--- config.mk ---
export PLATFORM = sky130hd
export DESIGN_NAME = ndcf_top
export DESIGN_NICKNAME = d
export VERILOG_FILES = /design/src/rtl/ndcf_top.v
export VERILOG_INCLUDE_DIRS = /design/src /design/src/shared
export SDC_FILE = /design/constraint.sdc
export NUM_CORES = 1
export LEC_CHECK = 0
export BUFFER_PORTS_ARGS = -buffer_cell sky130_fd_sc_hd__buf_2
export CORE_AREA = 10 10 192 194
export DETAILED_ROUTE_END_ITERATION = 10
export DIE_AREA = 0 0 202 204
export PLACE_DENSITY = 0.78
export SLEW_MARGIN = 20
export SYNTH_ARGS = -nofsm -noshare
export SYNTH_HDL_FRONTEND = slang
export SYNTH_SLANG_ARGS = --single-unit
--- constraint.sdc ---
create_clock -name sys_clk -period 10.34 [get_ports sys_clk]
set_input_delay 2.068 -clock sys_clk [delete_from_list [all_inputs] [get_ports sys_clk]]
set_output_delay 2.068 -clock sys_clk [all_outputs]
set_load 0.05 [all_outputs]
--- src/shared/ndcf_consts.vh ---
// Purpose: constants of the nand dma command intake and ecc formatter
// Assumes: apb with 32-bit data, one word per register
// Notes:   offsets are byte addresses
`ifndef NDCF_CONSTS_VH
`define NDCF_CONSTS_VH
// ============================================================
// register offsets
`define NDCF_CTRL_OFS      8'h00
`define NDCF_STATUS_OFS    8'h04
`define NDCF_CMDWORD_OFS   8'h08
`define NDCF_DATAPORT_OFS  8'h10
// ============================================================
// control fields
`define NDCF_CTRL_DMAEN    0
`define NDCF_CTRL_ECCEN    1
`define NDCF_CTRL_SEC1K    2
`define NDCF_CTRL_SPARE    3
`define NDCF_CTRL_LVL_LO   4
`define NDCF_CTRL_LVL_HI   5
// status fields
`define NDCF_ST_DONE       0
`define NDCF_ST_UNSUP      1
`define NDCF_ST_ECCERR     2
// ============================================================
// command tags
`define NDCF_CLASS_PIPE    2'h2
`define NDCF_TAG_PIPE      4'h2
`define NDCF_SUB_READ      4'h0
`define NDCF_SUB_WRITE     4'h1
`define NDCF_SUB_ADDRHI    4'h2
`define NDCF_SUB_ADDRLO    4'h3
`define NDCF_SUB_LAST      4'h4
`define NDCF_BEAT_STRB     4'h3
// ============================================================
// ecc geometry and queue depth
`define NDCF_SEC_SMALL     11'h200
`define NDCF_SEC_LARGE     11'h400
`define NDCF_CHK_4         6'h08
`define NDCF_CHK_8         6'h0E
`define NDCF_CHK_16        6'h1A
`define NDCF_CHK_24        6'h2A
`define NDCF_QDEPTH        3'h4
`endif

--- src/rtl/ndcf_top.v ---
// Purpose: dma command intake, queue and page ecc formatter
// Assumes: apb4 slave, pready always high, same-clock engine
// Notes:   check bytes come from a 16-bit syndrome register
//
// The APB interface to the registers was left to the implementer.
`timescale 1ns/1ps
`include "ndcf_consts.vh"
module ndcf_top
(
   input  wire        sys_clk,
   input  wire        rst,
   input  wire        psel,
   input  wire        penable,
   input  wire        pwrite,
   input  wire [7:0]  paddr,
   input  wire [31:0] pwdata,
   input  wire [3:0]  pstrb,
   output reg  [31:0] prdata,
   output wire        pready,
   output wire        pslverr,
   output wire        cmdValid,
   input  wire        cmdTake,
   output reg         cmdWrite,
   output reg  [7:0]  cmdPageCount,
   output reg  [31:0] cmdBufAddr,
   output reg  [7:0]  cmdBurstLen,
   input  wire        cmdDone,
   output reg         pipeStrobe,
   output reg  [31:0] pipeCmd,
   output reg  [31:0] pipeData,
   output wire        dmaIdle,
   input  wire [7:0]  eccIn,
   input  wire        eccInValid,
   output wire        eccInReady,
   output reg  [7:0]  eccOut,
   output reg         eccOutValid,
   input  wire        eccOutReady,
   input  wire        pageStart,
   input  wire        pageWrite
);
   // ============================================================
   // decode helpers
   // check byte count per correction level
   function [5:0] chkLen;
      input [1:0] lvl;
      begin
         case (lvl)
            2'h0:    chkLen = `NDCF_CHK_4;
            2'h1:    chkLen = `NDCF_CHK_8;
            2'h2:    chkLen = `NDCF_CHK_16;
            default: chkLen = `NDCF_CHK_24;
         endcase
      end
   endfunction
   // syndrome step over one byte, polynomial 0x1021
   function [15:0] synStep;
      input [15:0] s;
      input [7:0]  d;
      integer      i;
      reg   [15:0] t;
      begin
         t = s;
         for (i = 7; i >= 0; i = i - 1)
            t = {t[14:0], 1'b0} ^ ((t[15] ^ d[i]) ? 16'h1021 : 16'h0000);
         synStep = t;
      end
   endfunction
   // ============================================================
   // apb access
   reg  [31:0] ctrl_r;          // mode bits
   reg  [2:0]  status_r;        // sticky flags, write one to clear
   reg  [31:0] cmdWord_r;       // command half of a pair
   wire        setup  = psel & ~penable;
   wire        wrAcc  = psel & penable & pwrite;
   wire        hitCtl = (paddr == `NDCF_CTRL_OFS);
   wire        hitSt  = (paddr == `NDCF_STATUS_OFS);
   wire        hitCmd = (paddr == `NDCF_CMDWORD_OFS);
   wire        hitDp  = (paddr == `NDCF_DATAPORT_OFS);
   wire        mapped = hitCtl | hitSt | hitCmd | hitDp;
   wire        dmaOn  = ctrl_r[`NDCF_CTRL_DMAEN];
   assign pready  = 1'b1;
   assign pslverr = psel & penable & (~mapped | (hitDp & ~pwrite));
   // dataport writes: full word is a pair, low half lane a beat
   wire        dpWr   = wrAcc & hitDp;
   wire        beatWr = dpWr & (pstrb == `NDCF_BEAT_STRB);
   wire        pairWr = dpWr & (pstrb == 4'hF);
   wire [15:0] beat   = pwdata[15:0];
   // ============================================================
   // queue and staging state
   reg  [49:0] q_r [0:3];       // {int, write, pages, addr, burst}
   reg  [1:0]  qWr_r;           // write index
   reg  [1:0]  qRd_r;           // read index
   reg  [2:0]  qCnt_r;          // occupancy
   reg  [1:0]  pairIdx_r;       // next pair expected
   reg  [1:0]  beatIdx_r;       // next beat expected
   reg         stWrite_r;       // staged direction
   reg  [7:0]  stPages_r;       // staged page count
   reg  [15:0] stHi_r;          // staged address high
   reg  [15:0] stLo_r;          // staged address low
   reg         actInt_r;        // int request of running command
   reg  [49:0] enq;             // entry built on fourth part
   reg         enqGo;           // fourth part accepted intact
   reg         unsup;           // protocol violation this cycle
   reg         pipeGo;          // plain pipeline command
   reg         eccErrEv;        // check byte mismatch this cycle
   reg  [1:0]  pairIdx_nxt;
   reg  [1:0]  beatIdx_nxt;
   wire [3:0]  sub    = pwdata[11:8];
   wire        tagOk  = (pwdata[15:12] == `NDCF_TAG_PIPE) &
                        (pwdata[31:16] == 16'h0000);
   wire        clsOk  = (cmdWord_r[31:28] == 4'h0) &
                        (cmdWord_r[27:26] == `NDCF_CLASS_PIPE) &
                        (cmdWord_r[25:24] == 2'h0);
   wire        qFull  = (qCnt_r == `NDCF_QDEPTH);
   wire        deq    = cmdValid & cmdTake;
   assign cmdValid = (qCnt_r != 3'h0);
   assign dmaIdle  = ~cmdValid & (pairIdx_r == 2'h0) &
                     (beatIdx_r == 2'h0);
   // ============================================================
   // command decode, pair and beat forms share one entry layout
   always @*
   begin
      enq         = 50'h0;
      enqGo       = 1'b0;
      unsup       = 1'b0;
      pipeGo      = 1'b0;
      pairIdx_nxt = pairIdx_r;
      beatIdx_nxt = beatIdx_r;
      if (pairWr)
      begin
         // a pair while beats are half done is an interleave
         if (beatIdx_r != 2'h0)
         begin
            unsup       = 1'b1;
            beatIdx_nxt = 2'h0;
         end
         case (pairIdx_r)
            2'h0:
            begin
               if (dmaOn & clsOk & tagOk & (pwdata[7:0] != 8'h00 |
                   1'b1) & (sub == `NDCF_SUB_READ |
                   sub == `NDCF_SUB_WRITE))
                  pairIdx_nxt = 2'h1;
               else if (cmdWord_r[27:26] == `NDCF_CLASS_PIPE)
                  pipeGo = 1'b1;
               else if (dmaOn)
                  unsup = 1'b1;
               else
                  pipeGo = 1'b1;
            end
            2'h1:
            begin
               if (clsOk & tagOk & (sub == `NDCF_SUB_ADDRHI) &
                   (pwdata[7:0] == 8'h00))
                  pairIdx_nxt = 2'h2;
               else
               begin
                  unsup       = 1'b1;
                  pairIdx_nxt = 2'h0;
               end
            end
            2'h2:
            begin
               if (clsOk & tagOk & (sub == `NDCF_SUB_ADDRLO) &
                   (pwdata[7:0] == 8'h00))
                  pairIdx_nxt = 2'h3;
               else
               begin
                  unsup       = 1'b1;
                  pairIdx_nxt = 2'h0;
               end
            end
            default:
            begin
               pairIdx_nxt = 2'h0;
               if (clsOk & tagOk & (sub == `NDCF_SUB_LAST) &
                   (pwdata[7:0] == 8'h00) &
                   (cmdWord_r[23:17] == 7'h00) &
                   (cmdWord_r[7:0] == 8'h00))
               begin
                  enq   = {cmdWord_r[16], stWrite_r, stPages_r,
                           stHi_r, stLo_r, cmdWord_r[15:8]};
                  enqGo = 1'b1;
               end
               else
                  unsup = 1'b1;
            end
         endcase
      end
      else if (beatWr)
      begin
         // beats mid-pair interleave, beats with dma off rejected
         if (~dmaOn | (pairIdx_r != 2'h0))
         begin
            unsup       = 1'b1;
            pairIdx_nxt = 2'h0;
            beatIdx_nxt = 2'h0;
         end
         else
         begin
            case (beatIdx_r)
               2'h0:
               begin
                  if ((beat[15:12] == `NDCF_TAG_PIPE) &
                      (beat[11:8] == `NDCF_SUB_READ |
                       beat[11:8] == `NDCF_SUB_WRITE))
                     beatIdx_nxt = 2'h1;
                  else
                     unsup = 1'b1;
               end
               2'h1:    beatIdx_nxt = 2'h2;
               2'h2:    beatIdx_nxt = 2'h3;
               default:
               begin
                  beatIdx_nxt = 2'h0;
                  if (beat[15:9] == 7'h00)
                  begin
                     enq   = {beat[8], stWrite_r, stPages_r,
                              stHi_r, stLo_r, beat[7:0]};
                     enqGo = 1'b1;
                  end
                  else
                     unsup = 1'b1;
               end
            endcase
         end
      end
      else if (wrAcc & hitCmd & (pairIdx_r != 2'h0) &
               (cmdWord_r[27:26] != `NDCF_CLASS_PIPE))
         unsup = 1'b0;
      // full queue drops the command
      if (enqGo & qFull)
      begin
         enqGo = 1'b0;
         unsup = 1'b1;
      end
   end
   // ============================================================
   // staging, queue and status registers
   always @(posedge sys_clk or posedge rst)
   begin
      if (rst)
      begin
         ctrl_r     <= 32'h0000_0000;
         status_r   <= 3'h0;
         cmdWord_r  <= 32'h0000_0000;
         pairIdx_r  <= 2'h0;
         beatIdx_r  <= 2'h0;
         stWrite_r  <= 1'b0;
         stPages_r  <= 8'h00;
         stHi_r     <= 16'h0000;
         stLo_r     <= 16'h0000;
         qWr_r      <= 2'h0;
         qRd_r      <= 2'h0;
         qCnt_r     <= 3'h0;
         actInt_r   <= 1'b0;
         pipeStrobe <= 1'b0;
         pipeCmd    <= 32'h0000_0000;
         pipeData   <= 32'h0000_0000;
         prdata     <= 32'h0000_0000;
      end
      else
      begin
         pairIdx_r  <= pairIdx_nxt;
         beatIdx_r  <= beatIdx_nxt;
         pipeStrobe <= pipeGo;
         if (pipeGo)
         begin
            pipeCmd  <= cmdWord_r;
            pipeData <= pwdata;
         end
         if (wrAcc & hitCtl)
            ctrl_r <= {26'h0, pwdata[5:0]};
         if (wrAcc & hitCmd)
            cmdWord_r <= pwdata;
         // staging fields; host keeps the address 32-bit aligned
         if (pairWr & (pairIdx_nxt == 2'h1))
         begin
            stWrite_r <= pwdata[8];
            stPages_r <= pwdata[7:0];
         end
         if (pairWr & (pairIdx_nxt == 2'h2))
            stHi_r <= cmdWord_r[23:8];
         if (pairWr & (pairIdx_nxt == 2'h3))
            stLo_r <= cmdWord_r[23:8];
         if (beatWr & (beatIdx_nxt == 2'h1))
         begin
            stWrite_r <= beat[8];
            stPages_r <= beat[7:0];
         end
         if (beatWr & (beatIdx_nxt == 2'h2))
            stHi_r <= beat;
         if (beatWr & (beatIdx_nxt == 2'h3))
            stLo_r <= beat;
         // queue indices
         if (enqGo)
         begin
            q_r[qWr_r] <= enq;
            qWr_r      <= qWr_r + 2'h1;
         end
         if (deq)
         begin
            qRd_r    <= qRd_r + 2'h1;
            actInt_r <= q_r[qRd_r][49];
         end
         if (enqGo & ~deq)
            qCnt_r <= qCnt_r + 3'h1;
         else if (~enqGo & deq)
            qCnt_r <= qCnt_r - 3'h1;
         // sticky flags: a new event wins over a clear
         status_r <= (status_r & ~((wrAcc & hitSt) ? pwdata[2:0]
                                                    : 3'h0))
                     | {eccErrEv, unsup, cmdDone & actInt_r};
         // read data captured in setup, stable in access phase
         if (setup)
         begin
            if (hitCtl)
               prdata <= ctrl_r;
            else if (hitSt)
               prdata <= {16'h0, 5'h0, qCnt_r, 5'h0, status_r};
            else if (hitCmd)
               prdata <= cmdWord_r;
            else
               prdata <= 32'h0000_0000;
         end
      end
   end
   // head of queue fields
   always @*
   begin
      {cmdWrite, cmdPageCount, cmdBufAddr, cmdBurstLen} = q_r[qRd_r][48:0];
   end
   // ============================================================
   // ecc page formatter
   reg  [10:0] secCnt_r;        // bytes of current sector
   reg  [5:0]  chkCnt_r;        // check bytes of current sector
   reg         inChk_r;         // emitting or consuming check bytes
   reg  [15:0] syn_r;           // running syndrome
   wire        eccOn   = ctrl_r[`NDCF_CTRL_ECCEN] &
                         ~ctrl_r[`NDCF_CTRL_SPARE];
   wire [1:0]  lvl     = ctrl_r[`NDCF_CTRL_LVL_HI:`NDCF_CTRL_LVL_LO];
   wire [10:0] secLen  = (lvl == 2'h3 | ctrl_r[`NDCF_CTRL_SEC1K])
                         ? `NDCF_SEC_LARGE : `NDCF_SEC_SMALL;
   wire        canLoad = ~eccOutValid | eccOutReady;
   wire        genChk  = eccOn & inChk_r & pageWrite;
   wire        eatChk  = eccOn & inChk_r & ~pageWrite;
   assign eccInReady = ~genChk & (eatChk | canLoad);
   wire        inStep  = eccInValid & eccInReady;
   wire        chkStep = genChk ? canLoad : (eatChk & inStep);
   wire        lastChk = (chkCnt_r == chkLen(lvl) - 6'h01);
   // mismatch of a stored check byte against the recomputed one
   always @*
   begin
      eccErrEv = eatChk & inStep & (eccIn != syn_r[7:0]);
   end
   // sector and check byte sequencing
   always @(posedge sys_clk or posedge rst)
   begin
      if (rst)
      begin
         secCnt_r    <= 11'h000;
         chkCnt_r    <= 6'h00;
         inChk_r     <= 1'b0;
         syn_r       <= 16'hFFFF;
         eccOut      <= 8'h00;
         eccOutValid <= 1'b0;
      end
      else if (pageStart)
      begin
         secCnt_r    <= 11'h000;
         chkCnt_r    <= 6'h00;
         inChk_r     <= 1'b0;
         syn_r       <= 16'hFFFF;
         eccOutValid <= 1'b0;
      end
      else
      begin
         if (canLoad)
            eccOutValid <= 1'b0;
         if (inChk_r & eccOn)
         begin
            // check bytes follow each sector on the device
            if (chkStep)
            begin
               if (genChk)
               begin
                  eccOut      <= syn_r[7:0];
                  eccOutValid <= 1'b1;
               end
               syn_r    <= lastChk ? 16'hFFFF
                                   : synStep(syn_r, 8'h00);
               chkCnt_r <= lastChk ? 6'h00 : chkCnt_r + 6'h01;
               inChk_r  <= ~lastChk;
            end
         end
         else if (inStep)
         begin
            // data byte, passed unchanged in every mode
            eccOut      <= eccIn;
            eccOutValid <= 1'b1;
            if (eccOn)
            begin
               syn_r <= synStep(syn_r, eccIn);
               if (secCnt_r == secLen - 11'h001)
               begin
                  secCnt_r <= 11'h000;
                  inChk_r  <= 1'b1;
               end
               else
                  secCnt_r <= secCnt_r + 11'h001;
            end
         end
      end
   end
endmodule

==> Yosys cells after proc, flatten, opt, wreduce, memory -nomap -nowiden <==
Memory sizes are Yosys's and may differ from the RTL's.
Cells that the tools add are included.
{ "totals": {"out_inout_bits": 160, "n_memories": 1, "elab_cells": 312, "reg_bits": 234, "ramBits": 200} }
{ "op_classes": {"n_mux": 114, "n_eq_ne": 32, "add_sub_neg": 8, "n_reduce_logical": 37, "bitwise": 97} }
{ "mem_list": {"columns": ["memory", "words", "word_bits", "read_ports", "rd_ports_with_merged_regs", "wr", "line_no", "source"], "rows": [
  ["q_r", 4, 50, 1, 0, 1, "ndcf_top.v:90", "reg [49:0] q_r [0:3];"]
]} }
{ "op_table": {"columns": ["op", "count"], "rows": [
  ["2-to-1 mux 50 bit", 7],
  ["bitwise XOR 16 x 13 -> 16 bit", 16],
  ["2-to-1 mux 13 bit", 16],
  ["2-to-1 mux 16 bit", 10],
  ["2-to-1 mux 32 bit", 3],
  ["2-to-1 mux 11 bit", 6],
  ["bitwise AND 1 bit", 48],
  ["2-to-1 mux 8 bit", 6],
  ["2-to-1 mux 1 bit", 43],
  ["zero test 8 bit", 3],
  ["2-to-1 mux 6 bit", 4],
  ["2-to-1 mux 2 bit", 11],
  ["nonzero test 2 bit", 11],
  ["equality test 2 bit, second input constant", 9],
  ["one-hot mux 6 bit (3 select lines)", 1],
  ["equality test 4 x 2 -> 1 bit, second input constant", 4],
  ["zero test 16 bit", 1],
  ["zero test 7 bit", 2],
  ["NOT 1 bit", 13],
  ["one-hot mux 2 bit (3 select lines)", 2],
  ["nonzero test 3 bit", 4],
  ["adder 11 x 1 -> 11 bit, second input constant", 1],
  ["equality test 11 bit", 1],
  ["subtractor 11 x 1 -> 11 bit, second input constant", 1],
  ["34 further kinds", 65]
]} }

==> Logic depth before layout (Yosys ltp) <==
{ "logic_depth": {"ltp_word": 28, "depth_mapped": 12, "depth_no_buf": 11} }

==> Worst setup path before layout <==
Ideal clock, no wire load.
{ "synth_timing": {"path_kind": "input -> register", "from": "input port rst", "to": "memory q_r[0][0], enable pin", "slack_ps": 1220, "n_path_buf": 0, "t_arrival_ps": 8707, "path_stages": 2, "setup_ps": 413, "cell_sequence": "inv_1 > and3_1"} }
{ "synth_via": {"elab_chain_cells": 3} }
{ "synth_rtl": {"columns": ["item", "line_no", "source"], "rows": [
  ["from (decl)", "ndcf_top.v:11", "input wire rst,"],
  ["zero test 1 bit (no line)", null, null],
  ["logical AND 1 bit (not written as such)", "ndcf_top.v:298", "q_r[qWr_r] <= enq;"],
  ["2-to-1 mux 1 bit (not written as such)", "ndcf_top.v:298", null],
  ["to (decl)", "ndcf_top.v:90", null]
]} }
Every way passes these cells.

==> Final worst setup path <==
{ "layout_timing": {"from": "input port paddr[7]", "to": "output port pslverr"} }
{ "layout_via": {"elab_chain_cells": 7, "word_cells_on_any_way": 11, "cone_classes": "eq/ne: 3; bitwise: 7; reduce/logical: 1"} }
{ "layout_rtl": {"columns": ["item", "line_no", "source"], "rows": [
  ["from (decl)", "ndcf_top.v:15", "input wire [7:0] paddr,"],
  ["equality test 8 x 3 -> 1 bit (no line) / zero test 8 bit (equally long branches)", null, null],
  ["bitwise OR 1 bit (3 in a row)", "ndcf_top.v:79", "wire mapped = hitCtl | hitSt | hitCmd | hitDp;"],
  ["NOT 1 bit", "ndcf_top.v:82", "assign pslverr = psel & penable & (~mapped | (hitDp & ~pwrite));"],
  ["bitwise OR 1 bit *", "ndcf_top.v:82", null],
  ["bitwise AND 1 bit *", "ndcf_top.v:82", null],
  ["to (decl)", "ndcf_top.v:20", "output wire pslverr,"]
]} }
Every way passes the cells marked *; elsewhere a longest branch is shown, timed or not.

==> results.md <==
* Status: completed
* Setup TNS at 0 ns
* Area leader, netlist: edfxtp_1
* Htree depth at 2
* Crit-path max FO at 4
* Detailed-placement wirelength estimate at 31,530 um
* Crit share post-route at between 50% and 60%
* Post-Place Setup Slack at 5.015 ns
* Placed insts at slightly below 2,000
* Core ar. at around 33,000 um2
* Worst setup EP type: output pin
* Sequential share of power at 49.5%
* Reg-to-Reg Start: cmdWord_r[21]
* Vias in the first global route at 12,570
* Register bit total from synthesis at 434
* Routability congestion estimate at 0.8896
* Arr. time, crit path at roughly 3.3 ns
* Setup repair bufs after CTS at 0
* Max-cap violations at 0
* Post-Layout Cell Count at 2,020
* Setup Crit Path Kind: in2out
* Number of synthesized flops with an enable pin at 200
* # IOs at approximately 220
* R2r worst-path depth at 7
* Sw Pwr at 900.4 uW
* Largest net degree at the start of global routing at 136
* Max clock buf depth at 3
* Initial DRC Count at 921
* Die width at between 200 and 250 um
* Commonest non-fill, non-tap cell in the layout: buf_2
* Hold Fails Final Rpt at 0
* WHS Endpoint: prdata[19]
* Pwr Density at roughly 180 nW/um2
* Die extent in y at ~200 um
* Unique masters post-synth at 74
* Logic pwr share at 8.7%
* Max Freq at about 190 MHz
* Num CTS Buffers at 45
* First-pass GRT wire length at 74,470 um
* Layout area overhead at 15.75%
* Total GRT Usage at 23.10%
* Tmin final at 5.313 ns
* Post-Synthesis Cells at 1,325
* Most frequent cells in the layout: buf_2, dfrtp_1, edfxtp_1
* Final Setup Violations at 0
* XOR/XNOR share of the synthesized area at about 2.4%
* Post-Syn Nets at 1,399
* Post-layout util at ~66%
* Final Worst Setup Slack at 5.027 ns
* Fill cells at around 2,400
* # clock sinks at about 430
* CTS tree: yes
* Clock share of power at 41.8%
* Required @ worst endpoint at 8.27 ns
* Worst skew pair latency at ~0.55 ns
* Post-Synth Simple-Gate Area at about 10%
* Port bufs at 221
* Max VDD drop at between 0.00015 and 0.0002 V
* Hold_buf cts at 0
* Compound-cell area share of the yosys netlist at between 5 and 6%
* Via/cell ratio at roughly 5.9
* First-pass DRT Iterations at 6
* Worst hold start: prdata[19]
* Clock Tree Root: clkbuf_16
* Clock Skews at between 0.02 and 0.025 ns
* Setup repair after global routing missed its margin: false
* Hold Crit Class: reg2reg
* Pint at about 2.9 mW
* Final global-route overflow total at 0
* YS warnings at 0
* Row count at between 60 and 70
* Worst-path clk slew at 0.06 ns
* Slew Viols, Final at 0
* Largest family of logic cells by synthesized area: multiplexers
* Multi-input logic area at around 6600 um2
* Sequential fraction of the synthesis area at 63.02%
* Register-to-register setup slack at 6.65 ns
* Post-Synth Adder-Cell Area at 0.7698%
* Layout cells sized above 1 at 31.83%
* CP Launch Type: primary input
* Pleak at ~8.7 nW
* Drt wl/cell at 23.65 um
* Reg-to-reg critical path endpoint: q_r[2][49]
* FFs w/ async S/R, synth at 53.92%
* Mapped cell area at 18,850 um2
* Top cells by area, synth: edfxtp_1, dfrtp_1, mux4_2
* Area fraction of the dominant cell type after synthesis at 31.85%
* Relative slew slack at a little over a quarter
* Vias after detailed routing at 11,970
* Actual slew at the worst max-slew pin at ~1.1 ns
* Net Sw Frac at about a quarter
* Mux cell area share after synthesis at 15.49%
* Reg area at around 12,000 um2
* Min Hold Slack at 0.4726 ns
* Syn_area_per_cell at 14.23 um2
* Remaining routing DRC violations at 0
* Antenna viol nets, final at 0
* Starting Density at 56.94%
* Hold depth at 2
* Post-CTS Resized at 0
* Nets at about 1,600
* WL final at around 48,000 um
* DIE AREA at 41,210 um2
* Initial antenna violation count at 3
* Top FF cell, synth: dfrtp_1
-- Yosys cell counts (all sizes together) (10+ instances only) --
library cell  count
mux4             50
nor3             15
a22o             16
nand2b           10
dfstp            16
nor2b            44
mux2i            30
o21ai            24
nor2             96
inv              13
dfrtp           218
buf              26
edfxtp          200
nor4             17
nand3            42
and3             14
ha               10
mux2            113
nand2           100
a21oi            50
xnor2            30
clkbuf           50
xor2             22
a31oi            15
-- power by group through the flow --
stage	Combinational (mW)	Clock [mW]	Sequential, mW
final	0.335	1.61	1.90
after global routing	0.370	1.71	1.90
after CTS	0.336	1.63	1.90
after detailed placement	0.334	0	1.93
after global placement	0.325	0	1.93
after floorplan	0.242	0	1.94
-- worst max-delay path, cell delays in order --
cell     delay, ns
buf_2         0.10
nor2_1        0.21
nor4b_1       0.33
o21ai_0       0.14
and3_1        0.20
buf_2         0.21
-- registers in the layout, summed over array words and instances, names as in the netlist, 2 cells and up --
| name | flops |
|---|---|
| stHi_r | 16 |
| qRd_r | 2 |
| eccOut | 8 |
| qWr_r | 2 |
| q_r | 200 |
| pipeData | 32 |
| chkCnt_r | 6 |
| ctrl_r | 6 |
| qCnt_r | 3 |
| pairIdx_r | 2 |
| secCnt_r | 11 |
| status_r | 3 |
| prdata | 32 |
| beatIdx_r | 2 |
| cmdWord_r | 32 |
| stLo_r | 16 |
| stPages_r | 8 |
| syn_r | 16 |
| pipeCmd | 32 |
-- worst max path at each step --
stage | startpoint | to | slack (ns)
floorplan | rst | q_r[0][0] | 1.22
global placement | paddr[7] | pslverr | 5.06
global route | paddr[7] | pslverr | 4.80
CTS | paddr[7] | pslverr | 5.02
finish | paddr[7] | pslverr | 5.03
detailed placement | paddr[7] | pslverr | 5.01
-- layer usage --
metal	routed length (um)	track usage (%)	part of all wire (%)
met5	22	0	0.046
met4	1290	7.114	2.7
met1	19570	30.66	41
met2	22650	36.54	47
met3	4255	6.435	8.9
-- cell type report --
type                    instances  share of cell area (%)
multi-input cells             802                   30.11
repair buffers                238                   5.802
diodes                          1                 0.01147
flip-flops and latches        434                   54.47
well taps                     448                   2.569
inverters                      13                  0.2580
clock buffers                  74                   6.266
clock inverters                10                  0.5160
-- metrics by stage --
step / total power [mW] / area (um2)
6_report: 3.843 / 21820
5_1_grt: 3.982 / 21820
4_1_cts: 3.867 / 21790
3_5_place_dp: 2.266 / 20310
3_3_place_gp: 2.257 / 20310
2_1_floorplan: 2.178 / 18850
-- cell families (layout without fill, tap and decap cells) --
group / count (synthesis) / in the layout
fa+ha+maj: 11 / 11
mux: 193 / 193
flops: 434 / 434
buf+inv: 89 / 335
other cells: 1 / 2
xor+xnor: 52 / 52
compound gates: 160 / 160
simple gates: 385 / 385
Power figures use the tool's default switching activity.
